<file path="src/shared/mon_cfg_pkg.sv">
// constants for the monitor configuration and alert mask bank
// assumes an 8-bit register address space on a plain strobe port
package mon_cfg_pkg;

    // ----------------------------------------
    // register offsets
    // ----------------------------------------
    localparam logic [7:0] REMOTE2_TEMP_OFFSET_ADDR = 8'h72;
    localparam logic [7:0] CONFIG_TWO_ADDR = 8'h73;
    localparam logic [7:0] ALERT_MASK_ONE_ADDR = 8'h74;

    // ----------------------------------------
    // reset values
    // ----------------------------------------
    localparam logic [7:0] REMOTE2_TEMP_OFFSET_RST = 8'h00;
    localparam logic [7:0] CONFIG_TWO_RST = 8'h00;
    localparam logic [7:0] ALERT_MASK_ONE_RST = 8'h00;
    localparam logic [7:0] UNMAPPED_READ = 8'h00;
    localparam logic [7:0] SHUTDOWN_DUTY = 8'h00;

    // ----------------------------------------
    // config_two field positions
    // ----------------------------------------
    localparam int TWO_WIRE_SENSE_SEL_LSB = 0;
    localparam int NO_AVERAGING_BIT = 4;
    localparam int BYPASS_DIVIDER_BIT = 5;
    localparam int SINGLE_CHANNEL_A_BIT = 6;
    localparam int SHUTDOWN_CTL_BIT = 7;

    // ----------------------------------------
    // alert_mask_one field positions
    // ----------------------------------------
    localparam int VOLT_MASK_LSB = 0;
    localparam int REMOTE1_TEMP_MASK_BIT = 4;
    localparam int LOCAL_TEMP_MASK_BIT = 5;
    localparam int REMOTE2_TEMP_MASK_BIT = 6;
    localparam int STATUS2_MASK_BIT = 7;

    // ----------------------------------------
    // widths
    // ----------------------------------------
    localparam int FAN_COUNT = 4;
    localparam int TEMP_W = 10;
    localparam int EXT_CLK_PIN = 0;

endpackage
</file>
<file path="src/logic/alert_combine.sv">
// gates out-of-limit flags with the alert mask
// assumes flags are level, same-clock status from the limit comparators
`timescale 1ns/100ps
module alert_combine
    import mon_cfg_pkg::*;
(
    // flags and mask
    input wire logic [6:0] status1_i,
    input wire logic [7:0] status2_i,
    input wire logic [7:0] mask_i,
    // combined request
    output logic alert_o
);
    logic [6:0] open1;
    logic open2;

    always_comb
    begin
        open1 = status1_i & ~mask_i[6:0];
        open2 = (|status2_i) & ~mask_i[STATUS2_MASK_BIT];
        alert_o = (|open1) | open2;
    end
endmodule // alert_combine

</file>
<file path="src/logic/mon_cfg_bank.sv">
// configuration, offset and alert mask registers of the fan and thermal monitor
// assumes a one-clock strobe port master; status, duty and lock inputs are same-clock
//
// Our own choice: the strobed register port.
`timescale 1ns/100ps
module mon_cfg_bank
    import mon_cfg_pkg::*;
(
    // clock and reset
    input wire logic mclk_i,
    input wire logic reset_n_i,
    // register port
    input wire logic [7:0] addr_i,
    input wire logic [7:0] wdata_i,
    input wire logic wr_i,
    input wire logic rd_i,
    output logic [7:0] rdata_o,
    // neighbouring register bits
    input wire logic lock_i,
    input wire logic [2:0] single_sel_i,
    input wire logic ext_single_channel_a_clk_en_i,
    input wire logic pwm_polarity_i,
    // fan pins
    input wire logic [FAN_COUNT-1:0] tach_pin_i,
    input wire logic [FAN_COUNT-1:0] sense_cmp_i,
    output logic [FAN_COUNT-1:0] tach_o,
    output logic [FAN_COUNT-1:0] two_wire_sense_sel_o,
    // pwm path
    input wire logic [FAN_COUNT-1:0] pwm_i,
    input wire logic [FAN_COUNT*8-1:0] cur_duty_i,
    output logic [FAN_COUNT-1:0] pwm_o,
    output logic [FAN_COUNT*8-1:0] cur_duty_o,
    output logic shutdown_ctl_o,
    // converter control
    output logic no_averaging_o,
    output logic bypass_divider_o,
    output logic single_channel_a_o,
    output logic [2:0] single_channel_a_channel_o,
    output logic single_channel_a_start_o,
    // temperature
    input wire logic [TEMP_W-1:0] remote2_raw_i,
    output logic [TEMP_W-1:0] remote2_temp_o,
    // alert
    input wire logic [6:0] status1_i,
    input wire logic [7:0] status2_i,
    output logic alert_n_o
);

    // ----------------------------------------
    // state
    // ----------------------------------------
    typedef struct packed {
        logic [7:0] offset;
        logic [7:0] config_two;
        logic [7:0] mask_one;
        logic [7:0] rdata;
        logic [FAN_COUNT-1:0] tach_s1;
        logic [FAN_COUNT-1:0] tach_s2;
        logic [FAN_COUNT-1:0] cmp_s1;
        logic [FAN_COUNT-1:0] cmp_s2;
        logic ext_prev;
        logic [FAN_COUNT-1:0] tach;
        logic [FAN_COUNT-1:0] pwm;
        logic [FAN_COUNT*8-1:0] duty;
        logic [2:0] channel;
        logic single_channel_a_start;
        logic [TEMP_W-1:0] temp;
        logic alert_n;
    } state_t;

    state_t state_reg;
    state_t state_next;
    logic [TEMP_W-1:0] temp_sum;
    logic alert_req;
    logic shut;

    // ----------------------------------------
    // helpers
    // ----------------------------------------
    temp_offset_adder u_adder (
        .raw_i(remote2_raw_i),
        .offset_i(state_reg.offset),
        .sum_o(temp_sum)
    );

    alert_combine u_alert (
        .status1_i(status1_i),
        .status2_i(status2_i),
        .mask_i(state_reg.mask_one),
        .alert_o(alert_req)
    );

    assign shut = state_reg.config_two[SHUTDOWN_CTL_BIT];

    // ----------------------------------------
    // next state
    // ----------------------------------------
    always_comb
    begin
        state_next = state_reg;
        state_next.single_channel_a_start = 1'b0;
        if (wr_i)
        begin
            case (addr_i)
                REMOTE2_TEMP_OFFSET_ADDR:
                begin
                    if (!lock_i) state_next.offset = wdata_i;
                end
                CONFIG_TWO_ADDR:
                begin
                    if (!lock_i) state_next.config_two = wdata_i;
                end
                ALERT_MASK_ONE_ADDR:
                begin
                    state_next.mask_one = wdata_i;
                end
                default:
                begin
                    state_next.mask_one = state_reg.mask_one;
                end
            endcase
        end
        if (rd_i)
        begin
            case (addr_i)
                REMOTE2_TEMP_OFFSET_ADDR: state_next.rdata = state_reg.offset;
                CONFIG_TWO_ADDR: state_next.rdata = state_reg.config_two;
                ALERT_MASK_ONE_ADDR: state_next.rdata = state_reg.mask_one;
                default: state_next.rdata = UNMAPPED_READ;
            endcase
        end
        else
        begin
            state_next.rdata = UNMAPPED_READ;
        end
        // pin synchronisers
        state_next.tach_s1 = tach_pin_i;
        state_next.tach_s2 = state_reg.tach_s1;
        state_next.cmp_s1 = sense_cmp_i;
        state_next.cmp_s2 = state_reg.cmp_s1;
        state_next.ext_prev = state_reg.tach_s2[EXT_CLK_PIN];
        // speed sensing source per fan
        for (int i = 0; i < FAN_COUNT; i++)
        begin
            state_next.tach[i] = state_reg.config_two[TWO_WIRE_SENSE_SEL_LSB+i] ?
                state_reg.cmp_s2[i] : state_reg.tach_s2[i];
        end
        // pwm and duty in shutdown
        state_next.pwm = shut ? {FAN_COUNT{pwm_polarity_i}} : pwm_i;
        state_next.duty = shut ? {FAN_COUNT{SHUTDOWN_DUTY}} : cur_duty_i;
        // single channel conversion
        state_next.channel = single_sel_i;
        if (state_reg.config_two[SINGLE_CHANNEL_A_BIT] && ext_single_channel_a_clk_en_i
            && state_reg.tach_s2[EXT_CLK_PIN] && !state_reg.ext_prev)
        begin
            state_next.single_channel_a_start = 1'b1;
        end
        state_next.temp = temp_sum;
        state_next.alert_n = !alert_req;
    end

    // ----------------------------------------
    // registers
    // ----------------------------------------
    always_ff @(posedge mclk_i or negedge reset_n_i)
    begin
        if (!reset_n_i)
        begin
            state_reg <= '0;
            state_reg.offset <= REMOTE2_TEMP_OFFSET_RST;
            state_reg.config_two <= CONFIG_TWO_RST;
            state_reg.mask_one <= ALERT_MASK_ONE_RST;
            state_reg.alert_n <= 1'b1;
        end
        else
        begin
            state_reg <= state_next;
        end
    end

    // ----------------------------------------
    // outputs
    // ----------------------------------------
    assign rdata_o = state_reg.rdata;
    assign tach_o = state_reg.tach;
    assign two_wire_sense_sel_o = state_reg.config_two[TWO_WIRE_SENSE_SEL_LSB +: FAN_COUNT];
    assign pwm_o = state_reg.pwm;
    assign cur_duty_o = state_reg.duty;
    assign shutdown_ctl_o = state_reg.config_two[SHUTDOWN_CTL_BIT];
    assign no_averaging_o = state_reg.config_two[NO_AVERAGING_BIT];
    assign bypass_divider_o = state_reg.config_two[BYPASS_DIVIDER_BIT];
    assign single_channel_a_o = state_reg.config_two[SINGLE_CHANNEL_A_BIT];
    assign single_channel_a_channel_o = state_reg.channel;
    assign single_channel_a_start_o = state_reg.single_channel_a_start;
    assign remote2_temp_o = state_reg.temp;
    assign alert_n_o = state_reg.alert_n;
endmodule // mon_cfg_bank

</file>
<file path="src/logic/temp_offset_adder.sv">
// adds a signed quarter-degree offset to a 10-bit signed temperature
// assumes both operands share the quarter-degree unit; saturates at the range ends
`timescale 1ns/100ps
module temp_offset_adder
    import mon_cfg_pkg::*;
(
    // operands
    input wire logic [TEMP_W-1:0] raw_i,
    input wire logic [7:0] offset_i,
    // result
    output logic [TEMP_W-1:0] sum_o
);
    logic signed [TEMP_W:0] wide;

    always_comb
    begin
        wide = $signed({raw_i[TEMP_W-1], raw_i}) + $signed({{(TEMP_W-7){offset_i[7]}}, offset_i});
        if (wide[TEMP_W] != wide[TEMP_W-1])
        begin
            sum_o = wide[TEMP_W] ? {1'b1, {(TEMP_W-1){1'b0}}} : {1'b0, {(TEMP_W-1){1'b1}}};
        end
        else
        begin
            sum_o = wide[TEMP_W-1:0];
        end
    end
endmodule // temp_offset_adder

</file>
<file path="config.mk">
export PLATFORM = sky130hd
export DESIGN_NAME = mon_cfg_bank
export DESIGN_NICKNAME = d
export VERILOG_FILES = /design/src/shared/mon_cfg_pkg.sv /design/src/logic/alert_combine.sv /design/src/logic/mon_cfg_bank.sv /design/src/logic/temp_offset_adder.sv
export SDC_FILE = /design/constraint.sdc
export NUM_CORES = 1
export LEC_CHECK = 0
export BUFFER_PORTS_ARGS = -buffer_cell sky130_fd_sc_hd__buf_2
export CAP_MARGIN = 20
export CORE_MARGIN = 3
export CORE_UTILIZATION = 45
export DETAILED_ROUTE_END_ITERATION = 12
export MAX_ROUTING_LAYER = met4
export PLACE_DENSITY_LB_ADDON = 0.15
export SLEW_MARGIN = 25
export SYNTH_ARGS = -nofsm -noshare
export SYNTH_HDL_FRONTEND = slang
export SYNTH_SLANG_ARGS = --single-unit
</file>
<file path="constraint.sdc">
create_clock -name mclk_i -period 2.4 [get_ports mclk_i]
set_clock_uncertainty 0.05 [all_clocks]
set_input_delay 0.24 -clock mclk_i [delete_from_list [all_inputs] [get_ports mclk_i]]
set_output_delay 0.24 -clock mclk_i [all_outputs]
set_load 0.01 [all_outputs]
</file>
After elaboration in Yosys (flattened, before gate mapping). Index checks and enable logic that the tools add are counted.

Divide/modulo/power cells: 0. Equality and inequality tests: 4. Multipliers: 0. Magnitude comparators: 0. Bitwise gates (word level): 6. Reduce and logical (&&, ||, !) cells: 10. Muxes and demuxes: 11. Shifts and indexed selects: 0. Add/subtract/negate cells: 1.

Operator list (number): 32-bit two-way mux (1); 8-bit by 7-bit equality test with 1-bit output (second input constant) (3); 8-bit one-hot mux with 3 select lines (1); 10-bit two-way mux (2); 10-bit by 8-bit adder with 11-bit output (1); 8-bit two-way mux (1); 8-bit OR reduction (1); 7-bit bitwise AND (1); 7-bit NOT (1); 7-bit OR reduction (1); 3-bit AND reduction (2); 1-bit two-way mux (5); 4-bit two-way mux (1); 1-bit logical AND (3); 1-bit logical NOT (2); 1-bit NOT (2); 2-bit AND reduction (1); 1-bit bitwise AND (1); 1-bit != test (1); 1-bit OR (1).

Flip-flop bits (word level): 104. Memories kept: 0. Input port bits: 95. Latch bits: 0. Logic and storage cells: 48. Bits in writable memories: 0. ROM bits: 0.

Logic depth before layout (Yosys ltp). Gate-level depths: netlist of run 1.

Depth after elaboration: 5. Mapped depth: 9. Mapped depth without buffers: 8.

Modules after synthesis. Synthesis of run 1 repeated with hierarchy kept, for this count alone.

Cell total of the unflattened synthesis: 411. Area total of the unflattened synthesis: 4981.0 µm².

By module, submodules not included: mon_cfg_bank (area each 4100.2 µm², cells each 299, instances 1, seq. area each 2603.7 µm²); temp_offset_adder (area each 793.3 µm², cells each 98, instances 1, seq. area each 0.0 µm²); alert_combine (area each 87.6 µm², cells each 14, instances 1, seq. area each 0.0 µm²).

Worst setup path before layout of run 1. OpenSTA, ideal clock, no wires.

Path kind: register to register. Start: reg state_reg[96] in the netlist's numbering. End: reg state_reg, in the netlist remote2_temp_o[8]. Path buffers: 0. Library setup time: 0.131 ns. Cell stages (with the launch flop): 9. Data required time: 2.219 ns. Slack: -0.047 ns. Arrival: 2.266 ns. Period minus slack after synthesis: 2.447 ns. Cell sequence: dfrtp_1 > ha_1 > fa_1 > a21o_1 > a221oi_4 > nor3_1 > a311o_1 > maj3_2 > a2bb2oi_1.

RTL lines: start, declared (RTL line mon_cfg_bank.sv:71) `state_t state_reg;`; start signal, assigned (RTL line mon_cfg_bank.sv:177) `state_reg <= state_next;`.

==> results of run 1 <==
==> cell families after synthesis <==
family          after synthesis  share of synthesized area
mux                          29                     0.0683
flops                       104                      0.546
buf+inv                      94                      0.127
simple gates                 83                     0.0987
compound gates               72                      0.111
xor+xnor                      4                    0.00735
fa+ha+maj                    16                     0.0415
==> power breakdown <==
group          leakage [nW]  switching, mW  total (mW)  internal, mW
sequential             1.28         0.0312        1.86          1.83
combinational          1.52          0.208       0.417         0.208
clock                 0.107          0.637        1.15         0.511
total                  2.90          0.876        3.42          2.55
==> worst max-delay path by stage <==
stage / startpoint / to / slack, ns / cells past startpoint
floorplan: state_reg[96] / remote2_temp_o[8] / 0.02 / 8
global placement: state_reg[96] / remote2_temp_o[8] / 0.02 / 8
detailed placement: state_reg[96] / remote2_temp_o[8] / -0.01 / 8
finish: state_reg[96] / remote2_temp_o[8] / 0.02 / 8
global route: state_reg[96] / remote2_temp_o[8] / -0.03 / 8
CTS: state_reg[96] / remote2_temp_o[1] / 0.002 / 8
==> cells in the final DEF, fill, tap and decap left out, types with 7 or more instances in the layout <==
cell type and instances:
clkbuf_8 9, buf_4 22, dfrtp_1 102, nor2b_1 36, inv_1 13, a21oi_1 13, dlygate4sd3_1 12, nor2_1 19
mux2_2 28, nand2_1 9, o21ai_1 7, buf_2 164, a22oi_1 8, a22o_1 8, o21ai_0 13, ha_1 8
==> stage by stage <==
step,cell area (um2),setup TNS (ns),total power [mW]
3_3_place_gp,5360,0,2.29
4_1_cts,5690,0,3.48
2_1_floorplan,4770,0,2.15
3_5_place_dp,5360,-0.0124,2.30
5_1_grt,5750,-0.0287,3.60
6_report,5750,0,3.42
==> metal layers <==
layer / vias to the layer above / track usage
met5: - / -
met4: 0 / 0.0379
met3: 8 / 0.0474
met2: 113 / 0.293
met1: 1535 / 0.212
li1: 1573 / -
==> timing repair <==
action	4_1_cts	5_1_grt
buffers inserted	0	4
pin swaps	3	6
gates cloned	0	0
hold buffers	12	0
gates resized for setup	0	7
endpoints found under the setup margin	3	6
hold endpoints to repair	34	0
==> final cells by class <==
class | count | area share
clock buffer | 9 | 0.0216
clock inverter | 7 | 0.0163
inverter | 13 | 0.00849
multi-input combinational | 204 | 0.275
sequential | 104 | 0.453
tap | 133 | 0.0290
timing repair buffer | 199 | 0.196
==> worst max-delay path, delay by kind of cell (launching register included) <==
| kind | cells | cell delay (ns) |
|---|---|---|
| adders and majority gates | 3 | 0.82 |
| AOI/OAI and AO/OA | 4 | 0.92 |
| DFF | 1 | 0.40 |
| and+or+nand+nor | 1 | 0.09 |
==> metrics.csv, run 1 <==
metric,value,unit
htreeDepth,3,
dpl.cell_count,637,
ant_nets,0,
final_cells,669,
regArea,0.00261,mm2
worst_slew_pin_slew,0.686,ns
dp_slack,-0.0124,ns
rr_endpoint,remote2_temp_o[8],
clk_latency,0.36,ns
routabilityCongestion,0.809,
first_global_vias,3257,
synthMostInstantiatedCell,dfrtp_1,
drive_gt1_frac,0.457,
synth_commonest_cells,"dfrtp_1, buf_4, nor2b_1, mux2_2, nor2_1",
ys_types,51,
rsz0062_at_grt,yes,
seq_area_frac_synth,0.546,
avgSynthCellArea,11.9,um2
finalCriticalPeriod,2.38,ns
synthTopCellsByArea,"dfrtp_1, buf_4, mux2_2, nor2b_1, ha_1",
num_antenna_cells,0,
power.density,596,mW/mm2
grt-ovfl-total,0,
synthesis.area,0.00476,mm2
cp-start-kind,flop,
tritoncts,yes,
synth_top_cell_by_area,dfrtp_1,
nets,637,
multi_input_area,0.00158,mm2
place.port_buffers,165,
worstPathMaxFanout,3,
numCtsBuffers,9,
r2r_start,state_reg[96],
start_util,0.474,
hold_viol,0,
wl_per_cell,14.9,um
status,"finished, final reports clean",
grtUsageTotal,0.174,
rr_worst_depth,8,
p_leak,2.90,nW
drt_iter0_drc,158,
period_share,0.990,
arrival,2.57,ns
slew_violations,0,
wl_met2,5.05,mm
die_width,109,um
wl_met1,4.16,mm
yosysTopAreaCellShare,0.541,
yosysWarningCount,0,
setup_viol_count_final,0,
core,0.0100,mm2
top_layer,met4,
holdWs,0.0350,ns
synth_edf_count,0,
clk_pin_slew,0.11,ns
max_freq,421,MHz
syn2layout_area_growth,20.6,%
holdPathEnd,cur_duty_o[19],
rows,36,
drv_cap,0,
cpPeakStageDelay,0.40,ns
cts.sink_count,104,
setup_ws,0.0233,ns
synth_cells,402,
reg2reg_slack,0.02,ns
largest_reg_flops,32,
fill_cells,896,
dr.pass1.iters,4,
worstHoldPathType,primary input to flop,
cts_max_path_buffers,2,
drc_errors,0,
fin_util,0.572,
dr_wl_met3,666,um
die-area,0.0119,mm2
min_from,cur_duty_i[19],
crit_slowest_cell,dfrtp_1,
ys.flop_type,dfrtp_1,
grt_first_pass_wirelength,15.6,mm
slew-limit-headroom,0.543,
end_kind,flop,
drt_wl_total,9.95,mm
peakVddDrop,390,uV
dp_hpwl,7.59,mm
grt_max_degree,53,
whs_path_depth,2,
cp_cell_sequence,ha_2 -> fa_2 -> a21o_1 -> a221oi_4 -> nor3_1 -> a311o_1 -> maj3_2 -> a2bb2oi_1,
antenna_found_initial,0,
yosys_register_bits,104,
via_count,3229,
routed_via_density,4.83,
cts-root-buf,clkbuf_8,
async_reset_ff_frac,1.00,
syn_nets,508,
worstPathRequired,2.59,ns
die_y,109,um
crit_type,flop to flop,
ios,166,
(Power assumes the default switching activity.)
==> run 2: changes to the inputs <==
--- a/config.mk
+++ b/config.mk
@@ -8,11 +8,12 @@
 export BUFFER_PORTS_ARGS = -buffer_cell sky130_fd_sc_hd__buf_2
 export CAP_MARGIN = 20
 export CORE_MARGIN = 3
-export CORE_UTILIZATION = 45
+export CORE_UTILIZATION = 46
 export DETAILED_ROUTE_END_ITERATION = 12
 export MAX_ROUTING_LAYER = met4
 export PLACE_DENSITY_LB_ADDON = 0.15
 export SLEW_MARGIN = 25
 export SYNTH_ARGS = -nofsm -noshare
 export SYNTH_HDL_FRONTEND = slang
+export SYNTH_HIERARCHICAL = 1
 export SYNTH_SLANG_ARGS = --single-unit
==> constraint.sdc (replaced) <==
create_clock -name mclk_i -period 2.4 [get_ports mclk_i]
set_clock_uncertainty 0.05 [all_clocks]
set_input_delay 0.6 -clock mclk_i [delete_from_list [all_inputs] [get_ports mclk_i]]
set_output_delay 0.6 -clock mclk_i [all_outputs]
set_load 0.01 [all_outputs]
==> run 2 against run 1 <==
Effect of this change: sequential cell count did not move; critical path depth stayed put; count of clock-buffer cells in the layout is the same; combinational power up 4.8%; wire length increased by 6.2%; area after synthesis rose by 4.5%; total power grew 1.7%; fmax increased by 3.2%; die area is 2.2% higher; cell count stayed put; critical path type unchanged; highest routed layer unchanged.
==> metrics.csv, run 2 <==
metric,value,unit
ys_types,56,
drv_cap,0,
syn_nets,517,
grtUsageTotal,0.178,
cp_cell_sequence,ha_4 -> fa_2 -> a211oi_4 -> buf_4 -> o21a_1 -> o211ai_1 -> maj3_2 -> o22ai_1,
synthesis.area,0.00498,mm2
yosysTopAreaCellShare,0.517,
grt_first_pass_wirelength,16.0,mm
wl_met2,5.38,mm
first_global_vias,3184,
finalInstanceArea,0.00584,mm2
dp_slack,-0.172,ns
fin_total_pwr,3.48,mW
p_leak,2.93,nW
worst_slew_pin_slew,0.472,ns
arrival,2.55,ns
die-area,0.0121,mm2
avgSynthCellArea,12.1,um2
end_kind,flop,
clk_latency,0.37,ns
top_layer,met4,
synthMostInstantiatedCell,dfrtp_1,
htreeDepth,3,
core,0.0104,mm2
start_util,0.478,
num_antenna_cells,0,
cts-root-buf,clkbuf_8,
finalCriticalPeriod,2.30,ns
setup_viol_count_final,0,
ys.flop_type,dfrtp_1,
grt_max_degree,40,
yosys_register_bits,104,
cts_max_path_buffers,2,
syn2layout_area_growth,17.2,%
ant_nets,0,
synth_top_cell_by_area,dfrtp_1,
drt_iter0_drc,126,
numCtsBuffers,9,
hold_viol,0,
drc_errors,0,
wl_met1,4.53,mm
seq_area_frac_synth,0.523,
die_y,110,um
grt-ovfl-total,0,
largest_reg_flops,32,
final_common_cell,buf_2,
cts_hold_buf,0,
drt_wl_total,10.6,mm
period_share,0.960,
worstHoldPathType,primary input to async pin,
synth_commonest_cells,"dfrtp_1, buf_4, nor2b_1, mux2_2, a21oi_1",
cts.sink_count,104,
ios,166,
layout_common_cells,"buf_2, dfrtp_1, nor2b_1",
dpl_cell_area,0.00561,mm2
synth_edf_count,0,
cp-start-kind,flop,
die_width,110,um
fill_cells,948,
power.density,597,mW/mm2
setup_ws,0.0971,ns
wl_per_cell,15.8,um
slew-limit-headroom,0.686,
slew_violations,0,
worstPathRequired,2.64,ns
max_freq,434,MHz
routed_via_density,4.93,
dr_wl_met3,514,um
worstPathMaxFanout,3,
yosysWarningCount,6,
rows,37,
crit_slowest_cell,dfrtp_1,
synth_cells,411,
crit_type,flop to flop,
tritoncts,yes,
via_count,3301,
r2r_start,state_reg[96],
holdWs,0.120,ns
synthTopCellsByArea,"dfrtp_1, buf_4, mux2_2, nor2b_1, ha_1",
nets,634,
async_reset_ff_frac,1.00,
place.port_buffers,165,
routabilityCongestion,0.826,
peakVddDrop,270,uV
status,"finished, final reports clean",
drive_gt1_frac,0.477,
antenna_found_initial,0,
critPathLaunch,state_reg[96],
dp_hpwl,7.84,mm
clk_pin_slew,0.11,ns
cpPeakStageDelay,0.45,ns
dr.pass1.iters,4,
tns,0,ns
run 2: changes by cell type after synthesis, moves of 4 or more:
| cell | previous run | this run |
|---|---|---|
| nor2_1 | 19 | 1 |
| nand3b_1 | 0 | 16 |
| a21o_1 | 3 | 12 |
| a21oi_1 | 13 | 21 |
| a22o_1 | 8 | 0 |
| a22oi_1 | 8 | 1 |
| o21ai_1 | 6 | 1 |
| buf_6 | 0 | 4 |
run 2: kinds of logic after synthesis:
kind of cell	count (synthesis)	share of synthesized area
buffers and inverters	95	0.128
AO/OA/AOI/OAI	75	0.104
adder cells (fa/ha/maj)	18	0.0440
multiplexers	31	0.0708
XOR/XNOR	7	0.0123
flip-flops	104	0.523
AND/OR/NAND/NOR	81	0.118
run 2: layer usage:
metal	track usage	up-vias
met1	0.227	1591
li1	-	1593
met2	0.293	101
met4	0.0588	0
met5	-	-
met3	0.0268	16
run 2: final timing paths:
kind,cells after the start,endpoint,slack [ns]
setup / recovery,8,remote2_temp_o[8],0.1
hold / removal,1,cur_duty_o[16],0.12
setup reg to reg,8,remote2_temp_o[8],0.1
hold reg to reg,0,state_reg[66],0.31
max in group asynchronous,2,alert_n_o,1.55
min in group mclk_i,1,state_next[64],0.27
run 2: area by class of cell:
class | instances | area, um2 | share of cell area
multi-input combinational | 212 | 1770 | 0.303
clock buffer | 9 | 124 | 0.0212
tap | 136 | 170 | 0.0291
timing repair buffer | 188 | 1030 | 0.176
inverter | 13 | 48.8 | 0.00836
clock inverter | 7 | 95.1 | 0.0163
sequential | 104 | 2600 | 0.446
run 2: metrics by stage:
step,instances,utilization
CTS,669,0.559
global route,669,0.560
finish,669,0.560
floorplan,411,-
detailed placement,653,0.538
global placement,653,0.538
run 2: where the power goes:
part | switching, mW | internal (mW) | total, mW | leakage (nW)
sequential | 0.0289 | 1.83 | 1.86 | 1.28
combinational | 0.225 | 0.212 | 0.437 | 1.54
clock | 0.675 | 0.514 | 1.19 | 0.111
run 2: timing repair:
item                                    in CTS  in global routing
gates resized for setup                      0                  2
buffers inserted                             0                  0
endpoints found under the setup margin       0                  5
run 2: worst max-delay path: cells and delay by family (launching register included):
family	cells	cell delay (ns)
buffers and inverters	1	0.15
AO/OA/AOI/OAI	4	0.68
flip-flops	1	0.45
adder cells (fa/ha/maj)	3	0.90
==> run 3: changes to the inputs <==
--- a/config.mk
+++ b/config.mk
@@ -10,6 +10,8 @@
 export CORE_MARGIN = 3
 export CORE_UTILIZATION = 46
 export DETAILED_ROUTE_END_ITERATION = 12
+export GPL_ROUTABILITY_DRIVEN = 1
+export GPL_TIMING_DRIVEN = 0
 export MAX_ROUTING_LAYER = met4
 export PLACE_DENSITY_LB_ADDON = 0.15
 export SLEW_MARGIN = 25
==> run 3 against run 2 <==
Effect of this change: count of clock-buffer cells in the layout unchanged; register-to-register slack worse by 0.04 ns; highest routed layer unchanged; largest power group unchanged; first-iteration DRC count down 28%; fmax down 1.8%; via count up 6.8%; largest cell class unchanged; clock power down 7%; worst setup slack worse by 0.042 ns; critical endpoint is now remote2_temp_o[4]; sequential share of layout area down 3.2 points; sequential cell count unchanged.
==> metrics.csv, run 3 (synthesized netlist as in run 2, its figures left out) <==
metric,value,unit
arrival,2.58,ns
fill_cells,888,
drt_iter0_drc,91,
hold_viol,0,
worstPathRequired,2.63,ns
grt-ovfl-total,0,
reg2reg_slack,0.06,ns
cpPeakStageDelay,0.44,ns
cp-start-kind,flop,
rows,37,
clk_pin_slew,0.12,ns
ios,166,
final_common_cell,buf_2,
start_util,0.478,
peakVddDrop,299,uV
first_global_vias,3395,
core,0.0104,mm2
drc_errors,0,
crit_type,flop to flop,
cp_cell_sequence,ha_4 -> fa_2 -> a211oi_4 -> o21ai_2 -> a31o_4 -> buf_6 -> maj3_2 -> mux2i_1,
routabilityCongestion,0.786,
wl_per_cell,14.4,um
grt_max_degree,80,
setup_viol_count_final,0,
numCtsBuffers,9,
rsz0062_at_grt,yes,
layout_common_cells,"buf_2, dfrtp_1, buf_4",
grt_first_pass_wirelength,15.9,mm
status,"finished, final reports clean",
syn2layout_area_growth,26.4,%
drive_gt1_frac,0.522,
cts_hold_buf,0,
drv_cap,0,
setup_ws,0.0551,ns
die_y,110,um
crit_family,adder cells,
dr.pass1.iters,4,
htreeDepth,3,
power.density,552,mW/mm2
dp_slack,-0.299,ns
worstHoldPathType,primary input to async pin,
dp_hpwl,7.92,mm
num_antenna_cells,0,
die-area,0.0121,mm2
antenna_found_initial,0,
worst-path-buf-inv,1,
largest_reg_flops,32,
worst_slew_pin_slew,0.791,ns
period_share,0.977,
cts_max_path_buffers,2,
max_freq,426,MHz
tns,0,ns
via_count,3525,
ant_nets,0,
worstPathMaxFanout,5,
crit_slowest_cell,dfrtp_1,
clk_latency,0.36,ns
cts-root-buf,clkbuf_8,
die_width,110,um
tritoncts,yes,
place.port_buffers,165,
cts.sink_count,104,
finalCriticalPeriod,2.34,ns
grtUsageTotal,0.173,
slew_violations,0,
nets,699,
routed_via_density,4.80,
end_kind,flop,
drt_wl_total,10.6,mm
slew-limit-headroom,0.472,
p_leak,3.22,nW
## run 3: cell types whose count changed in the layout (fill, tap and decap cells not counted), moves of 2 or more
cell      previous run  this run
buf_4               21        70
buf_12               2         0
buf_6                1         5
clkbuf_1             0         6
clkinv_8             1         3
inv_8                2         0
buf_2              164       169
buf_1                0         2
## run 3: worst paths after layout
| kind | from | end | cells after the start |
|---|---|---|---|
| max | state_reg[96] | remote2_temp_o[4] | 8 |
| min | reset_n_i | cur_duty_o[17] | 1 |
| max reg2reg | state_reg[96] | remote2_temp_o[4] | 8 |
| min reg2reg | state_next[57] | state_reg[57] | 0 |
| max in group asynchronous | reset_n_i | alert_n_o | 2 |
| min in group mclk_i | tach_pin_i[0] | state_next[64] | 1 |
## run 3: power by group
part / switching (mW) / leakage, nW / internal, mW
clock network: 0.685 / 0.106 / 0.427
logic: 0.237 / 1.83 / 0.266
registers: 0.0305 / 1.28 / 1.83
## run 3: worst reg2reg max path: stages (launching register included)
cell and delay, ns:
dfrtp_1 0.44, ha_4 0.19, fa_2 0.43, a211oi_4 0.24
o21ai_2 0.10, a31o_4 0.25, buf_6 0.13, maj3_2 0.29
mux2i_1 0.15
## run 3: layout make-up
cell class,count,area [um2],share of cell area
buffer,82,591,0.0938
clock buffer,9,124,0.0197
clock inverter,7,91.3,0.0145
inverter,13,48.8,0.00775
multi-input combinational,212,1770,0.282
sequential,104,2600,0.414
tap,136,170,0.0270
timing repair buffer,171,895,0.142
## run 3: repair_timing
item,CTS,global route
gates resized for setup,1,2
cloned,0,1
setup endpoints to repair,5,8
buffers inserted,2,2
pin swaps,2,4
## run 3: stage by stage
stage	cell area, um2	instances	util	power [mW]	hold WS (ns)
3_3_place_gp	6000	712	0.576	2.38	0.282
2_1_floorplan	5000	411	-	2.17	0.254
4_1_cts	6270	731	0.602	3.52	0.00526
6_report	6300	734	0.604	3.48	0.0171
5_1_grt	6300	734	0.604	3.66	0.0160
3_5_place_dp	6030	713	0.579	2.40	0.285
## run 3: metal layers
layer	GRT usage	share of wire	vias up
li1	-	-	1716
met4	0.0641	0.022	0
met3	0.0250	0.050	19
met1	0.218	0.42	1692
met5	-	0	-
met2	0.284	0.51	98
